[config.mk]
export PLATFORM = sky130hd
export DESIGN_NAME = chan_cfg_regs
export DESIGN_NICKNAME = d
export VERILOG_FILES = /design/src/inc/chan_cfg_pkg.sv /design/src/core/field_reg.sv /design/src/core/slot_table.sv /design/src/core/chan_cfg_regs.sv
export SDC_FILE = /design/constraint.sdc
export NUM_CORES = 2
export LEC_CHECK = 0
export BUFFER_PORTS_ARGS = -buffer_cell sky130_fd_sc_hd__buf_2
export CAP_MARGIN = 20
export CELL_PAD_IN_SITES_DETAIL_PLACEMENT = 1
export CELL_PAD_IN_SITES_GLOBAL_PLACEMENT = 2
export CORE_AREA = 2 2 538 540
export CTS_BUF_LIST = sky130_fd_sc_hd__clkbuf_8
export CTS_CLUSTER_DIAMETER = 80
export CTS_CLUSTER_SIZE = 14
export DETAILED_ROUTE_END_ITERATION = 10
export DIE_AREA = 0 0 540 542
export GPL_ROUTABILITY_DRIVEN = 1
export PLACE_DENSITY = 0.62
export SYNTH_ARGS = -nofsm -noshare
export SYNTH_HDL_FRONTEND = slang
export SYNTH_HIERARCHICAL = 1
export SYNTH_SLANG_ARGS = --single-unit
[constraint.sdc]
create_clock -name clk -period 5.1 [get_ports clk]
set_input_delay 1.53 -clock clk [delete_from_list [all_inputs] [get_ports clk]]
set_output_delay 1.53 -clock clk [all_outputs]
set_load 0.005 [all_outputs]
[src/inc/chan_cfg_pkg.sv]
// Package: register map, reset values and carrier types of the channel configuration bank
//
// Functional notes
// - Sixteen high limits live at indices 0x040..0x05E step 2, 12 bits wide, reset 0x7FF.
// - Each high limit is used aligned to the top 12 bits of the 16-bit conversion result.
// - Sixteen low limits live at indices 0x060..0x07E step 2, 12 bits wide, reset zero.
// - Each low limit is used aligned to the top 12 bits of the conversion result.
// - Sixteen deadband values live at indices 0x080..0x09E step 2, 12 bits, reset 0x10.
// - Each deadband value is scaled like the top 12 bits of the conversion result.
// - Bits 15..12 of every limit and deadband register are read-only and read as zero.
// - Sixteen 16-bit zero trims live at indices 0x0A0..0x0BE step 2, reset zero.
// - Sixteen 16-bit scale trims live at indices 0x0C0..0x0DE step 2, reset 0x8000.
// - 128 byte-wide slot entries live at indices 0x100..0x17F, reset zero, bits 7..4 read-only.
// - Bits 3..0 of slot n select analog input k directly, 0x0 for input 0 up to 0xF for 15.
package chan_cfg_pkg;

	localparam int unsigned NUM_CH    = 16;
	localparam int unsigned NUM_SLOTS = 128;
	localparam int unsigned ADDR_W    = 12;
	localparam int unsigned IDX_W     = 10;
	localparam int unsigned CH_W      = 4;
	localparam int unsigned SLOT_W    = 7;
	localparam int unsigned LIM_W     = 12;
	localparam int unsigned TRIM_W    = 16;
	localparam int unsigned SEL_W     = 4;
	localparam int unsigned RESULT_W  = 16;
	localparam int unsigned PAD_W     = RESULT_W - LIM_W;

	// Register indices; byte address is four times the index
	localparam logic [IDX_W-1:0] HIGH_FIRST  = 10'h040;
	localparam logic [IDX_W-1:0] HIGH_LAST   = 10'h05E;
	localparam logic [IDX_W-1:0] LOW_FIRST   = 10'h060;
	localparam logic [IDX_W-1:0] LOW_LAST    = 10'h07E;
	localparam logic [IDX_W-1:0] DB_FIRST    = 10'h080;
	localparam logic [IDX_W-1:0] DB_LAST     = 10'h09E;
	localparam logic [IDX_W-1:0] ZT_FIRST    = 10'h0A0;
	localparam logic [IDX_W-1:0] ZT_LAST     = 10'h0BE;
	localparam logic [IDX_W-1:0] ST_FIRST    = 10'h0C0;
	localparam logic [IDX_W-1:0] ST_LAST     = 10'h0DE;
	localparam logic [IDX_W-1:0] SLOT_FIRST  = 10'h100;
	localparam logic [IDX_W-1:0] SLOT_LAST   = 10'h17F;

	// Reset values
	localparam logic [LIM_W-1:0]  HIGH_RST = 12'h7FF;
	localparam logic [LIM_W-1:0]  LOW_RST  = 12'h000;
	localparam logic [LIM_W-1:0]  DB_RST   = 12'h010;
	localparam logic [TRIM_W-1:0] ZT_RST   = 16'h0000;
	localparam logic [TRIM_W-1:0] ST_RST   = 16'h8000;
	localparam logic [SEL_W-1:0]  SLOT_RST = 4'h0;

	// Per-channel settings as the alert and trim logic sees them
	typedef struct packed {
		logic [RESULT_W-1:0] high_limit;
		logic [RESULT_W-1:0] low_limit;
		logic [RESULT_W-1:0] deadband;
		logic [TRIM_W-1:0]   zero_trim;
		logic [TRIM_W-1:0]   scale_trim;
	} chan_cfg_t;

endpackage

[src/core/field_reg.sv]
// Module: one software-writable register field with byte-lane write strobes
module field_reg #(
	parameter int unsigned         W   = 16,
	parameter logic [W-1:0]        RST = '0
) (
	input  wire logic              clk,
	input  wire logic              arst_n,
	input  wire logic              we,
	input  wire logic [1:0]        be,
	input  wire logic [W-1:0]      wdata,
	output logic      [W-1:0]      q
);

	// Only bits that exist are stored; wider write data is dropped
	always_ff @(posedge clk or negedge arst_n) begin
		if (!arst_n) begin
			q <= RST;
		end else if (we) begin
			for (int i = 0; i < W; i++) begin
				if (be[i / 8]) begin
					q[i] <= wdata[i];
				end
			end
		end
	end

endmodule

[src/core/slot_table.sv]
// Module: sequence slot table, one write port and two registered read ports
module slot_table #(
	parameter int unsigned         DEPTH = 128,
	parameter int unsigned         AW    = 7,
	parameter int unsigned         DW    = 4
) (
	input  wire logic              clk,
	input  wire logic              arst_n,
	input  wire logic              we,
	input  wire logic [AW-1:0]     waddr,
	input  wire logic [DW-1:0]     wdata,
	input  wire logic [AW-1:0]     ra_addr,
	output logic      [DW-1:0]     ra_data,
	input  wire logic [AW-1:0]     rb_addr,
	output logic      [DW-1:0]     rb_data
);

	logic [DW-1:0] mem_q [DEPTH];

	// Flop storage so every entry has a known reset value
	always_ff @(posedge clk or negedge arst_n) begin
		if (!arst_n) begin
			for (int i = 0; i < DEPTH; i++) begin
				mem_q[i] <= '0;
			end
		end else if (we) begin
			mem_q[waddr] <= wdata;
		end
	end

	// Read ports; a same-cycle write shows one cycle later
	always_ff @(posedge clk or negedge arst_n) begin
		if (!arst_n) begin
			ra_data <= '0;
			rb_data <= '0;
		end else begin
			ra_data <= mem_q[ra_addr];
			rb_data <= mem_q[rb_addr];
		end
	end

endmodule

[src/core/chan_cfg_regs.sv]
// Module: APB register bank with per-channel limits, trims and the sequence slot table
module chan_cfg_regs #(
	parameter int unsigned NUM_CH    = chan_cfg_pkg::NUM_CH,
	parameter int unsigned NUM_SLOTS = chan_cfg_pkg::NUM_SLOTS
) (
	input  wire logic                                   clk,
	input  wire logic                                   arst_n,
	input  wire logic                                   psel,
	input  wire logic                                   penable,
	input  wire logic                                   pwrite,
	input  wire logic [chan_cfg_pkg::ADDR_W-1:0]        paddr,
	input  wire logic [31:0]                            pwdata,
	input  wire logic [3:0]                             pstrb,
	output logic      [31:0]                            prdata,
	output logic                                        pready,
	output logic                                        pslverr,
	output chan_cfg_pkg::chan_cfg_t [NUM_CH-1:0]        chan_cfg,
	input  wire logic [chan_cfg_pkg::SLOT_W-1:0]        slot_rd_idx,
	output logic      [chan_cfg_pkg::SEL_W-1:0]         slot_rd_input
);

	typedef enum logic [1:0] {
		ST_IDLE,
		ST_FETCH,
		ST_RESPOND
	} apb_state_t;

	typedef enum logic [2:0] {
		RG_NONE,
		RG_HIGH,
		RG_LOW,
		RG_DB,
		RG_ZT,
		RG_ST,
		RG_SLOT
	} region_t;

	apb_state_t                              state_q;
	region_t                                 region;
	logic [chan_cfg_pkg::IDX_W-1:0]          idx;
	logic [chan_cfg_pkg::CH_W-1:0]           chan;
	logic [chan_cfg_pkg::SLOT_W-1:0]         slot;
	logic                                    wr_fire;
	logic [31:0]                             rd_word;
	logic [chan_cfg_pkg::SEL_W-1:0]          slot_apb_data;
	logic [chan_cfg_pkg::LIM_W-1:0]          high_q [NUM_CH];
	logic [chan_cfg_pkg::LIM_W-1:0]          low_q  [NUM_CH];
	logic [chan_cfg_pkg::LIM_W-1:0]          db_q   [NUM_CH];
	logic [chan_cfg_pkg::TRIM_W-1:0]         zt_q   [NUM_CH];
	logic [chan_cfg_pkg::TRIM_W-1:0]         st_q   [NUM_CH];
	logic [31:0]                             prdata_q;
	logic                                    pready_q;
	logic                                    pslverr_q;

	// Word index and the sub-fields that pick channel and slot
	assign idx  = paddr[chan_cfg_pkg::ADDR_W-1:2];
	assign chan = idx[chan_cfg_pkg::CH_W:1];
	assign slot = idx[chan_cfg_pkg::SLOT_W-1:0];

	// Address decode; odd indices inside a limit, deadband or trim bank and unaligned bytes are unmapped
	always_comb begin
		region = RG_NONE;
		if (paddr[1:0] != 2'b00) begin
			region = RG_NONE;
		end else if (idx >= chan_cfg_pkg::HIGH_FIRST && idx <= chan_cfg_pkg::HIGH_LAST
				&& !idx[0]) begin
			region = RG_HIGH;
		end else if (idx >= chan_cfg_pkg::LOW_FIRST && idx <= chan_cfg_pkg::LOW_LAST
				&& !idx[0]) begin
			region = RG_LOW;
		end else if (idx >= chan_cfg_pkg::DB_FIRST && idx <= chan_cfg_pkg::DB_LAST
				&& !idx[0]) begin
			region = RG_DB;
		end else if (idx >= chan_cfg_pkg::ZT_FIRST && idx <= chan_cfg_pkg::ZT_LAST
				&& !idx[0]) begin
			region = RG_ZT;
		end else if (idx >= chan_cfg_pkg::ST_FIRST && idx <= chan_cfg_pkg::ST_LAST
				&& !idx[0]) begin
			region = RG_ST;
		end else if (idx >= chan_cfg_pkg::SLOT_FIRST && idx <= chan_cfg_pkg::SLOT_LAST) begin
			region = RG_SLOT;
		end
	end

	// A write lands only at the edge where the master sees pready high
	assign wr_fire = (state_q == ST_RESPOND) && psel && penable && pwrite
			&& (region != RG_NONE);

	// Per-channel storage; limits keep only 12 bits so the top nibble cannot be written
	for (genvar ch = 0; ch < NUM_CH; ch++) begin : g_chan
		logic sel_ch;
		assign sel_ch = wr_fire && (chan == chan_cfg_pkg::CH_W'(ch));

		field_reg #(
			.W     (chan_cfg_pkg::LIM_W),
			.RST   (chan_cfg_pkg::HIGH_RST)
		) u_high (
			.clk   (clk),
			.arst_n(arst_n),
			.we    (sel_ch && region == RG_HIGH),
			.be    (pstrb[1:0]),
			.wdata (pwdata[chan_cfg_pkg::LIM_W-1:0]),
			.q     (high_q[ch])
		);

		field_reg #(
			.W     (chan_cfg_pkg::LIM_W),
			.RST   (chan_cfg_pkg::LOW_RST)
		) u_low (
			.clk   (clk),
			.arst_n(arst_n),
			.we    (sel_ch && region == RG_LOW),
			.be    (pstrb[1:0]),
			.wdata (pwdata[chan_cfg_pkg::LIM_W-1:0]),
			.q     (low_q[ch])
		);

		field_reg #(
			.W     (chan_cfg_pkg::LIM_W),
			.RST   (chan_cfg_pkg::DB_RST)
		) u_db (
			.clk   (clk),
			.arst_n(arst_n),
			.we    (sel_ch && region == RG_DB),
			.be    (pstrb[1:0]),
			.wdata (pwdata[chan_cfg_pkg::LIM_W-1:0]),
			.q     (db_q[ch])
		);

		field_reg #(
			.W     (chan_cfg_pkg::TRIM_W),
			.RST   (chan_cfg_pkg::ZT_RST)
		) u_zt (
			.clk   (clk),
			.arst_n(arst_n),
			.we    (sel_ch && region == RG_ZT),
			.be    (pstrb[1:0]),
			.wdata (pwdata[chan_cfg_pkg::TRIM_W-1:0]),
			.q     (zt_q[ch])
		);

		field_reg #(
			.W     (chan_cfg_pkg::TRIM_W),
			.RST   (chan_cfg_pkg::ST_RST)
		) u_st (
			.clk   (clk),
			.arst_n(arst_n),
			.we    (sel_ch && region == RG_ST),
			.be    (pstrb[1:0]),
			.wdata (pwdata[chan_cfg_pkg::TRIM_W-1:0]),
			.q     (st_q[ch])
		);

		// Limits and deadband shifted up so they compare against the result's top bits
		assign chan_cfg[ch].high_limit = {high_q[ch], {chan_cfg_pkg::PAD_W{1'b0}}};
		assign chan_cfg[ch].low_limit  = {low_q[ch], {chan_cfg_pkg::PAD_W{1'b0}}};
		assign chan_cfg[ch].deadband   = {db_q[ch], {chan_cfg_pkg::PAD_W{1'b0}}};
		assign chan_cfg[ch].zero_trim  = zt_q[ch];
		assign chan_cfg[ch].scale_trim = st_q[ch];
	end

	// Slot table; reserved upper nibble is never stored, lane 0 carries the select
	slot_table #(
		.DEPTH  (NUM_SLOTS),
		.AW     (chan_cfg_pkg::SLOT_W),
		.DW     (chan_cfg_pkg::SEL_W)
	) u_slots (
		.clk    (clk),
		.arst_n (arst_n),
		.we     (wr_fire && region == RG_SLOT && pstrb[0]),
		.waddr  (slot),
		.wdata  (pwdata[chan_cfg_pkg::SEL_W-1:0]),
		.ra_addr(slot),
		.ra_data(slot_apb_data),
		.rb_addr(slot_rd_idx),
		.rb_data(slot_rd_input)
	);

	// Read mux; unused upper bits, including reserved fields, read as zero
	always_comb begin
		rd_word = '0;
		case (region)
			RG_HIGH: rd_word[chan_cfg_pkg::LIM_W-1:0] = high_q[chan];
			RG_LOW:  rd_word[chan_cfg_pkg::LIM_W-1:0] = low_q[chan];
			RG_DB:   rd_word[chan_cfg_pkg::LIM_W-1:0] = db_q[chan];
			RG_ZT:   rd_word[chan_cfg_pkg::TRIM_W-1:0] = zt_q[chan];
			RG_ST:   rd_word[chan_cfg_pkg::TRIM_W-1:0] = st_q[chan];
			RG_SLOT: rd_word[chan_cfg_pkg::SEL_W-1:0] = slot_apb_data;
			default: rd_word = '0;
		endcase
	end

	// APB handshake; one wait state lets the slot table read settle into a flop
	always_ff @(posedge clk or negedge arst_n) begin
		if (!arst_n) begin
			state_q   <= ST_IDLE;
			prdata_q  <= '0;
			pready_q  <= 1'b0;
			pslverr_q <= 1'b0;
		end else begin
			case (state_q)
				ST_IDLE: begin
					pready_q  <= 1'b0;
					pslverr_q <= 1'b0;
					if (psel && !penable) begin
						state_q <= ST_FETCH;
					end
				end
				ST_FETCH: begin
					prdata_q  <= pwrite ? 32'h0000_0000 : rd_word;
					pready_q  <= 1'b1;
					pslverr_q <= (region == RG_NONE);
					state_q   <= ST_RESPOND;
				end
				ST_RESPOND: begin
					pready_q  <= 1'b0;
					pslverr_q <= 1'b0;
					state_q   <= ST_IDLE;
				end
				default: begin
					state_q <= ST_IDLE;
				end
			endcase
		end
	end

	assign prdata  = prdata_q;
	assign pready  = pready_q;
	assign pslverr = pslverr_q;

endmodule

# Word level (Yosys, flattened, before mapping)
# Index checks and enable logic that the tools add are counted.
word_totals:
  register_bits: 1644
  in_bits: 60
op_classes:
  n_lt_le_gt_ge: 16
  n_eq_ne: 24
  mux: 39
  bitwise: 3
  reduce_logical: 284
ops:
  columns: ["operator", "count"]
  rows:
  - ["bitwise mux 512 bit", 1]
  - ["AND reduction 2 bit", 160]
  - ["binary-select mux 12 bit (select 4 bit)", 3]
  - ["binary-select mux 16 bit (select 4 bit)", 2]
  - ["logical AND 1 bit", 115]
  - ["two-way mux 16 bit", 5]
  - ["two-way mux 12 bit", 6]
  - ["binary-select mux 4 bit (select 7 bit)", 2]
  - ["one-hot mux 8 bit (5 select lines)", 1]
  - ["equality test 4 bit (second input constant)", 8]
  - ["greater-or-equal comparator 10 x 8 -> 1 bit (second input constant)", 3]
  - ["<= comparator 10 x 8 -> 1 bit (second input constant)", 3]
  - ["demux 4 bit (select 7 bit)", 1]
  - ["one-hot mux 4 bit (6 select lines)", 1]
  - ["two-way mux 3 bit", 7]
  - ["greater-or-equal comparator 10 x 7 -> 1 bit (second input constant)", 2]
  - ["<= comparator 10 x 7 -> 1 bit (second input constant)", 2]
  - ["two-way mux 4 bit", 5]
  - ["equality test 4 x 3 -> 1 bit (second input constant)", 4]
  - ["greater-or-equal comparator 8 bit (second input constant)", 2]
  - ["NOT 7 -> 8 bit", 2]
  - ["greater-or-equal comparator 10 x 9 -> 1 bit (second input constant)", 1]
  - ["<= comparator 10 x 9 -> 1 bit (second input constant)", 1]
  - ["equality test 3 bit (second input constant)", 3]
  - ["21 further kinds", 26]

# Longest topological paths before layout
logic_depth:
  ltp_word: 14
  mapped_depth: 11
  depth_no_buf: 9

# Modules after synthesis
# The synthesis kept the hierarchy.
modules_own_cells:
  columns: ["module", "n_inst", "cells_each", "area_each_um2", "seq_area_each_um2"]
  rows:
  - ["slot_table", 1, 1698, 27774.1, 13012.5]
  - ["chan_cfg_regs", 1, 1103, 11846.4, 500.5]
  - ["field_reg at g_chan[0].u_st ...", 16, 34, 594.3, 401.6]
  - ["field_reg at g_chan[0].u_zt ...", 16, 34, 593.1, 400.4]
  - ["field_reg at g_chan[0].u_high ...", 16, 26, 459.2, 314.1]
  - ["field_reg at g_chan[0].u_db ...", 16, 26, 446.7, 301.5]
  - ["field_reg at g_chan[0].u_low ...", 16, 26, 445.4, 300.3]

# Worst setup path before layout
# No wires, ideal clock.
synth_path:
  path_type: "input to register"
  start: "input paddr[9] (netlist name)"
  end: "register u_slots/mem_q[160] (netlist name)"
  setup_ns: 0.125
  arrival_time_ns: 4.228
  required_time_ns: 4.975
  setup_slack_ns: 0.747
  path_stages: 10
  n_path_buf: 2
  path_cell_list: "buf_2 -> or4b_1 -> o221ai_2 -> nand2_4 -> nor2_1 -> and3_1 -> nand4_1 -> clkbuf_1 -> nor3_1 -> mux2_2"
synth_via:
  elab_chain_len: 13
synth_lines:
  columns: ["item", "line_no", "source"]
  rows:
  - ["start: declaration", "chan_cfg_regs.sv:11", "input wire logic [chan_cfg_pkg::ADDR_W-1:0] paddr,"]
  - ["greater-or-equal comparator 10 x 9 -> 1 bit, or another cell as far along", "chan_cfg_regs.sv:80", "end else if (idx >= chan_cfg_pkg::SLOT_FIRST && idx <= chan_cfg_pkg::SLOT_LAST) begin"]
  - ["logical AND 1 bit (on tied branches)", "chan_cfg_regs.sv:80, chan_cfg_regs.sv:77", null]
  - ["two-way mux 3 bit or logical AND 1 bit (tied branches)", "chan_cfg_regs.sv:80, chan_cfg_regs.sv:78", null]
  - ["two-way mux 3 bit", "chan_cfg_regs.sv:77", "end else if (idx >= chan_cfg_pkg::ST_FIRST && idx <= chan_cfg_pkg::ST_LAST"]
  - ["two-way mux 3 bit", "chan_cfg_regs.sv:74", "end else if (idx >= chan_cfg_pkg::ZT_FIRST && idx <= chan_cfg_pkg::ZT_LAST"]
  - ["two-way mux 3 bit", "chan_cfg_regs.sv:71", "end else if (idx >= chan_cfg_pkg::DB_FIRST && idx <= chan_cfg_pkg::DB_LAST"]
  - ["two-way mux 3 bit", "chan_cfg_regs.sv:68", "end else if (idx >= chan_cfg_pkg::LOW_FIRST && idx <= chan_cfg_pkg::LOW_LAST"]
  - ["two-way mux 3 bit (*)", "chan_cfg_regs.sv:65", "end else if (idx >= chan_cfg_pkg::HIGH_FIRST && idx <= chan_cfg_pkg::HIGH_LAST"]
  - ["two-way mux 3 bit (*)", "chan_cfg_regs.sv:63", "if (paddr[1:0] != 2'b00) begin"]
  - ["nonzero test 3 bit", "chan_cfg_regs.sv:87", "&& (region != RG_NONE);"]
  - ["logical AND 1 bit", "chan_cfg_regs.sv:87", null]
  - ["logical AND 1 bit (*) (2 in a row)", "chan_cfg_regs.sv:170", ".we (wr_fire && region == RG_SLOT && pstrb[0]),"]
  - ["end signal: indexed assignment", "slot_table.sv:27", "mem_q[waddr] <= wdata;"]
  - ["end: declaration", "slot_table.sv:18", "logic [DW-1:0] mem_q [DEPTH];"]
# Every way passes the cells marked *; elsewhere a longest branch is shown, timed or not.
# A chain may end at the register's enable or synchronous reset.

# Worst setup path in the final report
layout_path:
  start: "input paddr[8] (netlist name)"
  end: "register g_chan[11].u_low.q[7]"
layout_via:
  elab_chain_len: 14
layout_lines:
  columns: ["item", "line_no", "source"]
  rows:
  - ["greater-or-equal comparator 10 x 9 -> 1 bit, or another cell as far along", "chan_cfg_regs.sv:80", null]
  - ["logical AND 1 bit (on tied branches)", "chan_cfg_regs.sv:80, chan_cfg_regs.sv:77", null]
  - ["two-way mux 3 bit or logical AND 1 bit (tied branches)", "chan_cfg_regs.sv:80, chan_cfg_regs.sv:78", null]
  - ["two-way mux 3 bit", "chan_cfg_regs.sv:77", null]
  - ["two-way mux 3 bit", "chan_cfg_regs.sv:74", null]
  - ["two-way mux 3 bit", "chan_cfg_regs.sv:71", null]
  - ["two-way mux 3 bit", "chan_cfg_regs.sv:68", null]
  - ["two-way mux 3 bit (*)", "chan_cfg_regs.sv:65", null]
  - ["two-way mux 3 bit (*)", "chan_cfg_regs.sv:63", null]
  - ["nonzero test 3 bit", "chan_cfg_regs.sv:87", null]
  - ["logical AND 1 bit", "chan_cfg_regs.sv:87", null]
  - ["logical AND 1 bit", "chan_cfg_regs.sv:92", "assign sel_ch = wr_fire && (chan == chan_cfg_pkg::CH_W'(ch));"]
  - ["logical AND 1 bit (*)", "chan_cfg_regs.sv:112", ".we (sel_ch && region == RG_LOW),"]
  - ["AND reduction 2 bit (no line) (*)", null, null]
  - ["end signal: indexed assignment", "field_reg.sv:21", "q[i] <= wdata[i];"]
  - ["end: declaration", "field_reg.sv:11", "output logic [W-1:0] q"]
# Marks and branches as above.

==> impl.org <==
** Status
- Run status :: finished clean

** Cells and area
- The area growth from synthesis to layout is 18.0%.
- # nets final :: 6538
- Final std cells w/o fill :: 10400
- In the final layout, the share of cells above drive strength 1 is 64.0%.

** Clocking
- Worst-case clock buffer depth :: 4
- The cell sitting at the root of the clock tree is a clkbuf_8.
- After clock tree synthesis, the clock-pin slew on the worst setup and hold paths is 0.11 ns.
- Post-CTS sizing :: 0
- At the later pin of the worst-skew pair, clock insertion delay measures 1.00 ns.
- Total clock buffers created by CTS :: 152
- In this run the post-CTS setup repair buffer count came out at 0.
- Clock tree synthesis found a total of 1628 sinks.
- The H-tree was split into 4 levels.
- Buffers inserted to repair hold after CTS numbered 0.
- CTS tree :: done

** Global route
- The via count of the first global-routing pass is 56900.
- First-pass GRT wire length :: 535 mm
- Largest net degree at the start of global routing :: 105
- Global routing consumed, over all layers together, 26.7% of the routing resources.
- The number of antenna violations at the first check in global routing was 35.
- Total gr overflow :: 0

** Timing
- At the pin with the least slew margin, the transition time is 1.13 ns.
- Slew HR :: 24.4%
- Max frequency :: 0.242 GHz
- The hold violation total from the final report was 0.
- Unrepaired setup endpoints after global routing :: false
- The final critical path takes up 81.2% of the cycle.
- Sum of negative setup slack :: 0 ns
- The number of slew-limit violations in the final report came to 0.
- Setup violations remaining at the end of the flow were counted as 0.
- After layout, the minimum clock period comes to 4.14 ns.
- Across the routed clock network, the largest skew measured is 0.0911 ns.

** Critical path
- Crit path launch type :: primary input
- Critical Path Max Stage Delay :: 0.58 ns
- Reg-to-reg setup timing slack :: 2.11 ns
- CP Capture Type :: register
- The slowest stage of the critical path is the nor3_1 cell.
- Grouping stages by cell kind, the critical path spends the most delay in simple AND/OR/NAND/NOR gates.
- The critical path starts at paddr[8].
- The startpoint identified for the worst register-to-register timing path is state_q[0].
- Of all nets on the critical path, the largest fanout is 12.
- Number of buffers and inverters on the critical path :: 2
- Data required time at the worst endpoint :: 5.99 ns
- The signal on the critical path passes through buf_2, or4b_1, o221ai_2, nand2_4, buf_4, nor2_2, nand3_1, nor3_1, nand2_2, mux2_2.
- Setup CP Type :: in -> reg
- For the worst setup path, the data arrival time is 5.03 ns.

** Floorplanning
- Once the floorplan was initialized, standard cells occupied 28.0% of the core.
- Die Footprint :: 0.293 mm^2
- Number of primary I/O pins :: 1378
- The die is 542 um tall.
- Rows :: 197
- Width of the die :: 540 um
- Floorplan Core Area :: 0.287 mm^2

** Yosys
- After synthesis, the share of flip-flops with an asynchronous set or reset is 100%.
- In the synthesized netlist the dominant register cell turns out to be dfrtp_1.
- The netlist uses 72 different library cells.
- Post-Synthesis Cells :: 5137
- Cell area after synthesis :: 0.0802 mm^2
- Post-synthesis sequential area ratio :: 51.1%
- Number of enable flip-flop cells after synthesis :: 0
- Total of flip-flops plus latches after synthesis :: 1628
- Yosys printed 6 warnings.
- Mean Syn Cell Area :: 15.6 um^2

** Min path
- Class of the tightest hold or removal check :: reg -> reg
- The startpoint identified for the worst hold timing path is state_q[1].

** Route
- Total via count after detailed routing :: 54800
- For this run, design rule violations remaining after detail routing come to 0.
- Sum of routed wire length over all layers :: 400 mm
- First-pass DRT Iterations :: 5
- Dividing the detail-routed wire length by the instance count gives 38.6 um.
- For this block, the initial DRC count from the detailed router was 4193.
- Once detail routing completed, the nets flagged for antenna violations numbered 0.
- Via density :: 5.28

** Place
- Last weighted congestion value of the routability-driven placer :: 0.874
- During placement, the flow inserted port buffers numbering 1151.
- The number of placed instances, taps included, is 10100.
- DP HPWL :: 311 mm

** Power and ir drop
- Worst-case vdd ir drop :: 0.155 mV
- For this design the static power due to leakage is 0.0471 uW.
- Power spread over the standard cell area amounts to 243 mW/mm^2.

** Run
- Max-cap violations in this run came to 0.
## worst register-to-register path, cell delays in order (launching register included)
cell      delay [ns]
dfrtp_1         0.42
nand2b_1        0.18
nor2_1          0.24
and3_1          0.21
buf_4           0.20
nor2b_1         0.37
buf_4           0.19
nand2_1         0.21
nor2_1          0.44
mux2_2          0.39
## where the power goes
part           switching, uW  internal (uW)  total [uW]
Clock                   5170           3400        8570
Combinational           1160            380        1540
Sequential              1.94          12900       12900
## worst paths after layout
check | end | depth (start not counted)
worst max-delay path | g_chan[11].u_low/q[7] | 10
worst min-delay path | state_q[0] | 1
worst max register to register | u_slots/mem_q[286] | 9
worst min register to register | state_q[0] | 1
max in group asynchronous | g_chan[13].u_zt/q[1] | 2
min in group asynchronous | g_chan[15].u_st/q[9] | 1
## cells by family after synthesis
family                 share of synthesized area (%)
multiplexers                                    40.2
buffers and inverters                           3.53
other                                        0.00467
AO/OA/AOI/OAI                                   1.61
flip-flops                                      51.1
AND/OR/NAND/NOR                                 3.57
XOR/XNOR                                      0.0109
## cell usage after synthesis (all sizes together) (5+ instances only)
library cell  count  area [um^2]
nand2b           14         87.6
nand3            27          135
mux4            601        13500
and3             11         70.1
a221oi            8         70.1
a22oi            64          485
nor2            113          427
o21ai             9         48.8
or2               6         37.5
o211ai            5         37.5
nor4              9         56.3
dfrtp          1420        35500
buf             322         2190
o22ai             5         31.3
inv               8         30.0
a32oi             7         61.3
nor3             66          358
nand4             8         50.1
nand2           318         1480
mux2i            55          551
mux2           1611        18100
dfstp           208         5470
clkbuf          146          608
a21oi            27          139
nor2b             7         43.8
## layout by cell type (no fill, tap or decap), drive strengths merged, types with 8 or more instances in the layout
master / count
a221oi: 8
clkbuf: 166
and3: 11
nand3: 27
buf: 1447
inv: 64
diode: 20
nand2: 318
nor2: 113
mux2i: 55
mux2: 1611
a22oi: 64
o21ai: 9
nor3: 66
nand2b: 14
a21oi: 27
nor4: 9
nand4: 8
dfstp: 208
conb: 208
clkinv: 16
dfrtp: 1420
mux4: 601
## routing by layer
| layer | wire length (um) | global-route usage, % | up-vias |
|---|---|---|---|
| met5 | 102 | 0 | - |
| met4 | 20400 | 11.7 | 16 |
| met3 | 26100 | 5.93 | 437 |
| met2 | 193000 | 44.0 | 1734 |
| met1 | 161000 | 33.4 | 30700 |
| li1 | - | - | 21900 |
## state kept, by name, summed over array words and instances, names as in the netlist, 2 cells and up
name and cells:
u_slots/mem_q 512, g_chan.u_low/q 192, u_slots/rb_data 4, prdata 16, state_q 2, g_chan.u_db/q 192
g_chan.u_zt/q 256, u_slots/ra_data 4, g_chan.u_st/q 256, g_chan.u_high/q 192
## per-stage QoR
| stage | area (um^2) | setup slack [ns] | util, % | hold WS, ns | power [uW] |
|---|---|---|---|---|---|
| after floorplan | 81000 | 0.747 | - | 0.444 | 13900 |
| after global routing | 94700 | 0.934 | 33.0 | 0.495 | 23800 |
| after CTS | 94700 | 1.13 | 33.0 | 0.453 | 23400 |
| after global placement | 91700 | 0.0623 | 32.0 | 0.471 | 14700 |
| final | 94700 | 0.960 | 33.0 | 0.457 | 23000 |
| after detailed placement | 91700 | 0.0360 | 32.0 | 0.474 | 14700 |
## area by class of cell
class                           count  area (um^2)
Tap cell                         3781         4730
Clock buffer                      165         2270
Clock inverter                     85          658
Fill cell                       30400       192000
Timing Repair Buffer             1448         8730
Inverter                            8         35.0
Multi-Input combinational cell   3240        37200
Sequential cell                  1628        41000
Antenna cell                       20         50.0
(Power assumes the default switching activity.)
